### src/injection_pkg.sv
// shared constants and types for the external data injection link
package injection_pkg;
   localparam int          CLK_PERIOD_NS  = 10;
   localparam int          PIN_RATE_MBPS  = 100;
   localparam int          LINK_MIN_NS    = 1000 / PIN_RATE_MBPS;
   localparam int          LINK_PERIOD_NS = 80;
   localparam int          LANES          = 16;
   localparam int          WORD_W         = 32;
   localparam int          ADDR_W         = 32;
   localparam logic [5:0]  WORD_BITS      = 6'h20;
   localparam logic [31:0] ADDR_STEP      = 32'h0000_0004;
   localparam logic [2:0]  WIDTH_MAX_CODE = 3'h4;

   // lane width code: lanes = 1 << code
   typedef logic [2:0] width_code_t;
   localparam width_code_t WIDTH_1  = 3'h0;
   localparam width_code_t WIDTH_2  = 3'h1;
   localparam width_code_t WIDTH_4  = 3'h2;
   localparam width_code_t WIDTH_8  = 3'h3;
   localparam width_code_t WIDTH_16 = 3'h4;

   typedef enum logic [1:0] {
      PH_ADDR = 2'b01,
      PH_DATA = 2'b10
   } phase_t;
endpackage

### src/injection_if.sv
// link wires between the external source and the injection receiver
`timescale 1ns/1ps
interface injection_if;
   logic                             link_clk;
   logic                             link_sync;
   logic [injection_pkg::LANES-1:0]  link_data;
   logic                             injection_path_select;

   modport src (
      output link_clk,
      output link_sync,
      output link_data,
      output injection_path_select
   );

   modport rx (
      input link_clk,
      input link_sync,
      input link_data,
      input injection_path_select
   );
endinterface

### src/injection_rx.sv
// receiver end: samples the injection link and writes words to memory or, when select picks it, the config port
// Operation
// (RULE1) bus controller writes anywhere in 32-bit space
// (RULE2) trace packets carry address then data
// (RULE3) direct mode writes consecutive self-made addresses
// (RULE4) lane width 1, 2, 4, 8, 16
// (RULE5) at most 100 Mbit/s per pin
// (RULE6) data sampled on link clock falling edge
// (RULE7) sync sampled on falling edge, marks packet
// (RULE8) select pin steers data or config path
// (RULE9) beats assemble whole words, order kept
`timescale 1ns/1ps
module injection_rx (
   input  wire logic                               i_clk,
   input  wire logic                               i_rst_b,
   input  wire logic                               i_trace_mode,
   input  wire injection_pkg::width_code_t         i_width_code,
   input  wire logic [injection_pkg::ADDR_W-1:0]   i_direct_base,
   injection_if.rx                                 link,
   output logic                                    o_bus_req,
   output logic [injection_pkg::ADDR_W-1:0]        o_bus_addr,
   output logic [injection_pkg::WORD_W-1:0]        o_bus_data,
   input  wire logic                               i_bus_ack,
   output logic                                    o_cfg_valid,
   output logic [injection_pkg::ADDR_W-1:0]        o_cfg_addr,
   output logic [injection_pkg::WORD_W-1:0]        o_cfg_word,
   output logic                                    o_overrun
);

   // sampling needs the fastest link period to span at least one local clock
   if (injection_pkg::LINK_MIN_NS < injection_pkg::CLK_PERIOD_NS) begin : g_rate_chk // RULE5
      $error("link rate above what the sampler can follow");
   end

   // two-stage synchronisers for every link input
   logic [1:0]                      clk_sync;
   logic [1:0]                      sync_sync;
   logic [1:0]                      sel_sync;
   logic [injection_pkg::LANES-1:0] data_s1;
   logic [injection_pkg::LANES-1:0] data_s2;
   logic                            clk_prev;

   always_ff @(posedge i_clk or negedge i_rst_b) begin
      if (!i_rst_b) begin
         clk_sync  <= 2'h3;
         sync_sync <= 2'h0;
         sel_sync  <= 2'h0;
         data_s1   <= '0;
         data_s2   <= '0;
         clk_prev  <= 1'b1;
      end else begin
         clk_sync  <= {clk_sync[0], link.link_clk};
         sync_sync <= {sync_sync[0], link.link_sync};
         sel_sync  <= {sel_sync[0], link.injection_path_select};
         data_s1   <= link.link_data;
         data_s2   <= data_s1;
         clk_prev  <= clk_sync[1];
      end
   end

   // falling edge seen after the synchronisers; data and sync share the same delay
   wire fall     = clk_prev & ~clk_sync[1]; // RULE6
   wire sync_now = sync_sync[1];            // RULE7
   wire to_cfg   = sel_sync[1];             // RULE8

   // lane geometry from the width code
   wire [5:0]  lane_bits = 6'(6'h01 << i_width_code);                                  // RULE4
   wire [4:0]  beats_m1  = 5'((injection_pkg::WORD_BITS >> i_width_code) - 6'h01);     // RULE4
   wire [15:0] lane_mask = 16'((32'h1 << lane_bits) - 32'h1);                          // RULE4
   wire [15:0] lane_val  = data_s2 & lane_mask;                                        // RULE4

   // assembly state
   logic [injection_pkg::WORD_W-1:0] asm_word;
   logic [4:0]                       beat;
   injection_pkg::phase_t            phase;
   logic [injection_pkg::ADDR_W-1:0] trace_addr;
   logic [injection_pkg::ADDR_W-1:0] dir_addr;

   // first beat lands lowest once the word is complete
   wire [5:0]  fill_shift = 6'(injection_pkg::WORD_BITS - lane_bits);
   wire [31:0] next_word  = (asm_word >> lane_bits) | (32'(lane_val) << fill_shift); // RULE9
   wire [4:0]  cur_beat   = sync_now ? 5'h00 : beat;                                  // RULE7
   wire        word_done  = fall & (cur_beat == beats_m1);                            // RULE9

   // a sync beat restarts the packet
   wire injection_pkg::phase_t cur_phase = sync_now ? injection_pkg::PH_ADDR : phase;
   wire [31:0] cur_dir   = sync_now ? i_direct_base : dir_addr;                       // RULE3
   wire        addr_word = i_trace_mode & (cur_phase == injection_pkg::PH_ADDR);      // RULE2
   wire        issue     = word_done & ~addr_word;
   wire [31:0] wr_addr   = i_trace_mode ? trace_addr : cur_dir;                       // RULE2
   wire        bus_busy  = o_bus_req & ~i_bus_ack;

   always_ff @(posedge i_clk or negedge i_rst_b) begin
      if (!i_rst_b) begin
         asm_word <= '0;
         beat     <= 5'h00;
      end else if (fall) begin
         asm_word <= next_word; // RULE9
         beat     <= word_done ? 5'h00 : 5'(cur_beat + 5'h01);
      end
   end

   always_ff @(posedge i_clk or negedge i_rst_b) begin
      if (!i_rst_b) begin
         phase      <= injection_pkg::PH_ADDR;
         trace_addr <= '0;
         dir_addr   <= '0;
      end else if (fall) begin
         phase    <= cur_phase;
         dir_addr <= cur_dir;
         if (word_done) begin
            if (addr_word) begin
               trace_addr <= next_word; // RULE2
               phase      <= injection_pkg::PH_DATA;
            end else begin
               phase    <= injection_pkg::PH_ADDR;
               // wraps at the top of the 32-bit space
               dir_addr <= i_trace_mode ? cur_dir : cur_dir + injection_pkg::ADDR_STEP; // RULE3
            end
         end
      end
   end

   // bus write port: one outstanding write, held until acknowledged
   always_ff @(posedge i_clk or negedge i_rst_b) begin
      if (!i_rst_b) begin
         o_bus_req  <= 1'b0;
         o_bus_addr <= '0;
         o_bus_data <= '0;
         o_overrun  <= 1'b0;
      end else begin
         if (issue && !to_cfg) begin
            if (bus_busy) begin
               // no buffer: a word that finds the bus still busy is dropped and flagged
               o_overrun <= 1'b1;
            end else begin
               o_bus_req  <= 1'b1;       // RULE1
               o_bus_addr <= wr_addr;    // RULE1
               o_bus_data <= next_word;  // RULE9
            end
         end else if (i_bus_ack) begin
            o_bus_req <= 1'b0;
         end
      end
   end

   // configuration path: one-cycle strobe per word
   always_ff @(posedge i_clk or negedge i_rst_b) begin
      if (!i_rst_b) begin
         o_cfg_valid <= 1'b0;
         o_cfg_addr  <= '0;
         o_cfg_word  <= '0;
      end else begin
         o_cfg_valid <= issue & to_cfg; // RULE8
         if (issue && to_cfg) begin
            o_cfg_addr <= wr_addr;
            o_cfg_word <= next_word;
         end
      end
   end

endmodule

### src/flat_wrapper.sv
// flat-port wrapper written by rule: the top's interface ports become plain ports
module injection_rx_flat 
  (i_clk, i_rst_b, i_trace_mode, i_width_code, i_direct_base, o_bus_req, o_bus_addr, o_bus_data, i_bus_ack, o_cfg_valid, o_cfg_addr, o_cfg_word, o_overrun, link_link_clk, link_link_sync, link_link_data, link_injection_path_select);
  injection_if link_i ();
  input  wire logic i_clk;
  input  wire logic i_rst_b;
  input  wire logic i_trace_mode;
  input  wire injection_pkg::width_code_t i_width_code;
  input  wire logic [injection_pkg::ADDR_W-1:0] i_direct_base;
  output logic o_bus_req;
  output logic [injection_pkg::ADDR_W-1:0] o_bus_addr;
  output logic [injection_pkg::WORD_W-1:0] o_bus_data;
  input  wire logic i_bus_ack;
  output logic o_cfg_valid;
  output logic [injection_pkg::ADDR_W-1:0] o_cfg_addr;
  output logic [injection_pkg::WORD_W-1:0] o_cfg_word;
  output logic o_overrun;
  input wire logic [$bits(link_i.link_clk)-1:0] link_link_clk;
  input wire logic [$bits(link_i.link_sync)-1:0] link_link_sync;
  input wire logic [$bits(link_i.link_data)-1:0] link_link_data;
  input wire logic [$bits(link_i.injection_path_select)-1:0] link_injection_path_select;
  assign link_i.link_clk = link_link_clk;
  assign link_i.link_sync = link_link_sync;
  assign link_i.link_data = link_link_data;
  assign link_i.injection_path_select = link_injection_path_select;
  injection_rx u_core (.i_clk(i_clk), .i_rst_b(i_rst_b), .i_trace_mode(i_trace_mode), .i_width_code(i_width_code), .i_direct_base(i_direct_base), .link(link_i), .o_bus_req(o_bus_req), .o_bus_addr(o_bus_addr), .o_bus_data(o_bus_data), .i_bus_ack(i_bus_ack), .o_cfg_valid(o_cfg_valid), .o_cfg_addr(o_cfg_addr), .o_cfg_word(o_cfg_word), .o_overrun(o_overrun));
endmodule
### config.mk
export PLATFORM = sky130hd
export DESIGN_NAME = injection_rx_flat
export DESIGN_NICKNAME = d
export VERILOG_FILES = /design/src/injection_pkg.sv /design/src/injection_if.sv /design/src/injection_rx.sv /design/src/flat_wrapper.sv
export SDC_FILE = /design/constraint.sdc
export NUM_CORES = 1
export LEC_CHECK = 0
export BUFFER_PORTS_ARGS = -buffer_cell sky130_fd_sc_hd__buf_4
export CAP_MARGIN = 20
export CORE_ASPECT_RATIO = 1.1
export CORE_MARGIN = 3
export CORE_UTILIZATION = 59
export DETAILED_ROUTE_END_ITERATION = 8
export GPL_TIMING_DRIVEN = 0
export PLACE_DENSITY = 0.82
export SYNTH_ARGS = -nofsm -noshare
export SYNTH_HDL_FRONTEND = slang
export SYNTH_SLANG_ARGS = --single-unit
export TNS_END_PERCENT = 20
### constraint.sdc
create_clock -name i_clk -period 4.08 [get_ports i_clk]
set_input_delay 0.204 -clock i_clk [delete_from_list [all_inputs] [get_ports i_clk]]
set_output_delay 0.204 -clock i_clk [all_outputs]
set_load 0.02 [all_outputs]
==> impl_metrics.json <==
{
  "grt_overflow": 0,
  "htreeDepth": 1,
  "io_buffers": 188,
  "design_area_um2": 17800,
  "drt_iter0_drc": 2187,
  "drive_gt1_share_pct": 21.6,
  "reg2reg_slack_ps": 280,
  "syn_area_per_cell_um2": 9.63,
  "hp-start": "i_direct_base[24]",
  "core_area_um2": 24000,
  "grt_max_degree": 124,
  "crit_type": "in2reg",
  "fmax_mhz": 251,
  "critPathRequiredTime_ps": 4530,
  "pre_cts_ws_ps": -1790,
  "synth-edff-count": 0,
  "clock_power_share_pct": 34.9,
  "vias": 14900,
  "wirelength_um": 62300,
  "first_pass_iters": 8,
  "clk_pin_slew_worst_paths_ps": 70,
  "fp.dieW_um": 156,
  "grt_pass1_vias": 15100,
  "grt_usage_pct": 45.9,
  "ys_async_sr_fraction_pct": 100,
  "finalCriticalPeriod_ps": 3990,
  "antenna_found_initial": 2,
  "wl_per_cell_um": 29.8,
  "syn2layout_area_growth_pct": 21.8,
  "p_seq_share_pct": 42.9,
  "r2r_start": "u_core.sync_sync[1]",
  "intPower_w": 0.00509,
  "via_per_inst": 7.14,
  "ys_seq_area_share_pct": 46.8,
  "grt_pass1_wl_um": 92500,
  "path_max_fanout": 12,
  "hp-class": "in2reg",
  "die_area_um2": 26700,
  "synth_seq_cells": 273,
  "hold_viol": 0,
  "status": "completed",
  "critical_path_arrival_ps": 4440,
  "power.switching_fraction_pct": 33.0,
  "ys_warn_count": 0,
  "start_util_pct": 60.9,
  "max_cap_viol_count": 0,
  "cts_buffers": 27,
  "synthesis.area_um2": 14600,
  "synth_ff_type": "dfrtp_1",
  "ios": 189,
  "p_sw_w": 0.00250,
  "remaining_drc_errors": 0,
  "setup_ws_ps": 88.4,
  "slew_viol_final": 0,
  "postPlaceCellArea_um2": 16500,
  "row_count": 59,
  "worst_pin_slew_ps": 1180,
  "cp-end-kind": "flip-flop",
  "leakage_nw": 8.05,
  "cts-root-buf": "clkbuf_16",
  "cts_tree": "done",
  "final_util_pct": 74.2,
  "netlist_instances": 1517,
  "yosysUniqueCellTypes": 88,
  "setup_viol": 0,
  "insertion_delay_ps": 550,
  "power_frac_comb_pct": 22.1,
  "startpoint_type": "input pin",
  "cts.sinks": 273,
  "peakVddDrop_v": 0.000328,
  "dieHeight_um": 171,
  "critPathLaunch": "i_width_code[2]",
  "postRouteAntennaNets": 0,
  "period_share_pct": 97.8,
  "fin_skew_ps": 19.2,
  "synth_nets": 1585,
  "relSlewSlack_pct": 21.7,
  "power.density_nw_per_um2": 427,
  "cts.path.max_buffers": 3,
  "dp_hpwl_um": 43600,
  "nets": 1831,
  "gp_congestion": 1.05
}
## flip-flops by register name, summed over array words and instances, names as in the netlist, 5 cells and up
signal and count:
u_core.asm_word 32, u_core.beat 5, u_core.data_s1 16, u_core.data_s2 16, u_core.dir_addr 32, u_core.o_bus_addr 32
u_core.o_bus_data 32, u_core.o_cfg_addr 32, u_core.o_cfg_word 32, u_core.trace_addr 32
## cells in the mapped netlist, types with 5 or more instances
master,count,area [µm²]
nor2b_1,27,169
nor4_1,6,37.5
o221ai_1,6,52.6
a21oi_1,66,330
nor2_1,94,353
o22ai_1,20,125
nand2b_1,11,68.8
a221oi_1,23,201
nand3_1,39,195
nor4b_1,6,52.6
dfrtp_1,269,6730
ha_1,10,125
a211oi_1,6,45.0
clkbuf_1,63,236
mux2i_1,105,1050
buf_2,25,125
a21o_1,8,60.1
a221o_1,9,90.1
o21a_1,6,45.0
nor3_1,26,130
nand2_1,195,732
o21ai_0,152,761
a31oi_1,11,68.8
o31a_1,8,70.1
and3_1,7,43.8
a32oi_1,6,52.6
buf_4,12,90.1
a211o_1,7,61.3
o31ai_1,9,67.6
nand4_1,22,138
xnor2_1,13,114
a22o_1,7,61.3
xor2_1,5,43.8
inv_1,59,221
buf_1,5,18.8
mux2_2,64,721
o211ai_1,14,105
## logic make-up (layout without fill, tap and decap cells)
kind of cell,after synthesis,in the layout,share of synthesized area (%)
adder cells (fa/ha/maj),10,10,0.857
multiplexers,172,172,12.6
AND/OR/NAND/NOR,473,473,15.7
other,0,1,0
AO/OA/AOI/OAI,400,400,17.7
XOR/XNOR,21,21,1.50
flip-flops,273,273,46.8
buffers and inverters,168,435,4.89
## worst paths after layout
path	end	cells after the start
min in group asynchronous	u_core.o_cfg_addr[4]	2
worst max register to register	u_core.dir_addr[22]	13
max in group asynchronous	u_core.asm_word[29]	3
worst min-delay path	u_core.dir_addr[24]	3
worst max-delay path	u_core.o_bus_addr[11]	15
worst min register to register	u_core.data_s2[8]	0
## layout make-up
| type | instances | area [µm²] |
|---|---|---|
| Multi-Input combinational cell | 1076 | 7150 |
| Sequential cell | 273 | 6840 |
| Fill cell | 1523 | 6200 |
| Timing Repair Buffer | 219 | 1740 |
| Clock buffer | 43 | 856 |
| Buffer | 104 | 488 |
| Tap cell | 305 | 382 |
| Inverter | 62 | 238 |
| Clock inverter | 7 | 95.1 |
| Antenna cell | 1 | 2.50 |
## power by group through the flow
stage	Clock [W]	Sequential, W	Combinational [W]
finish	0.00265	0.00326	0.00168
global route	0.00275	0.00326	0.00175
CTS	0.00262	0.00322	0.00159
detailed placement	0	0.00326	0.00154
global placement	0	0.00325	0.00149
floorplan	0	0.00322	0.000820
## routing by layer
layer	vias to the layer above	share of wire, %	global-route usage, %
li1	5972	-	-
met1	7124	33	52.8
met2	1360	44	70.6
met3	468	12	13.4
met4	4	11	39.0
met5	-	0.043	0
## through the flow
stage / TNS, ps / power [W] / instances / hold WS [ps]
3_3_place_gp: -225190 / 0.00474 / 2010 / 313
5_1_grt: -76.5 / 0.00776 / 2089 / 46.9
6_report: 0 / 0.00759 / 2090 / 30.8
2_1_floorplan: 0 / 0.00404 / 1517 / -91.6
4_1_cts: 0 / 0.00744 / 2085 / 2.73
3_5_place_dp: -212210 / 0.00480 / 2015 / 199
## layout by cell type (no fill, tap or decap), types with 13 or more instances in the layout
cell and n:
a21oi_1 66, a221oi_1 17, buf_2 25, buf_4 205, clkbuf_1 62, clkbuf_16 27
dfrtp_1 269, dlygate4sd3_1 23, inv_1 58, mux2_2 64, mux2i_1 105, nand2_1 195
nand3_1 38, nand4_1 22, nor2_1 94, nor2b_1 27, nor3_1 26, o211ai_1 14
o21ai_0 152, o22ai_1 20, xnor2_1 13
## critical path, stage by stage
cell	delay, ps
buf_4	160
buf_4	200
buf_2	260
clkinvlp_4	130
clkbuf_4	240
clkbuf_4	270
ha_1	330
buf_2	210
or3b_2	500
o22ai_2	280
o211ai_2	210
nor4b_1	400
buf_4	300
buf_2	410
mux2i_1	300
## repair_timing
action	CTS	global route
endpoints found under the hold margin	88	1
hold buffers	22	1
cloned	0	0
endpoints found under the setup margin	210	97
setup buffers	0	3
resized for setup	13	11
(Power assumes the default switching activity.)
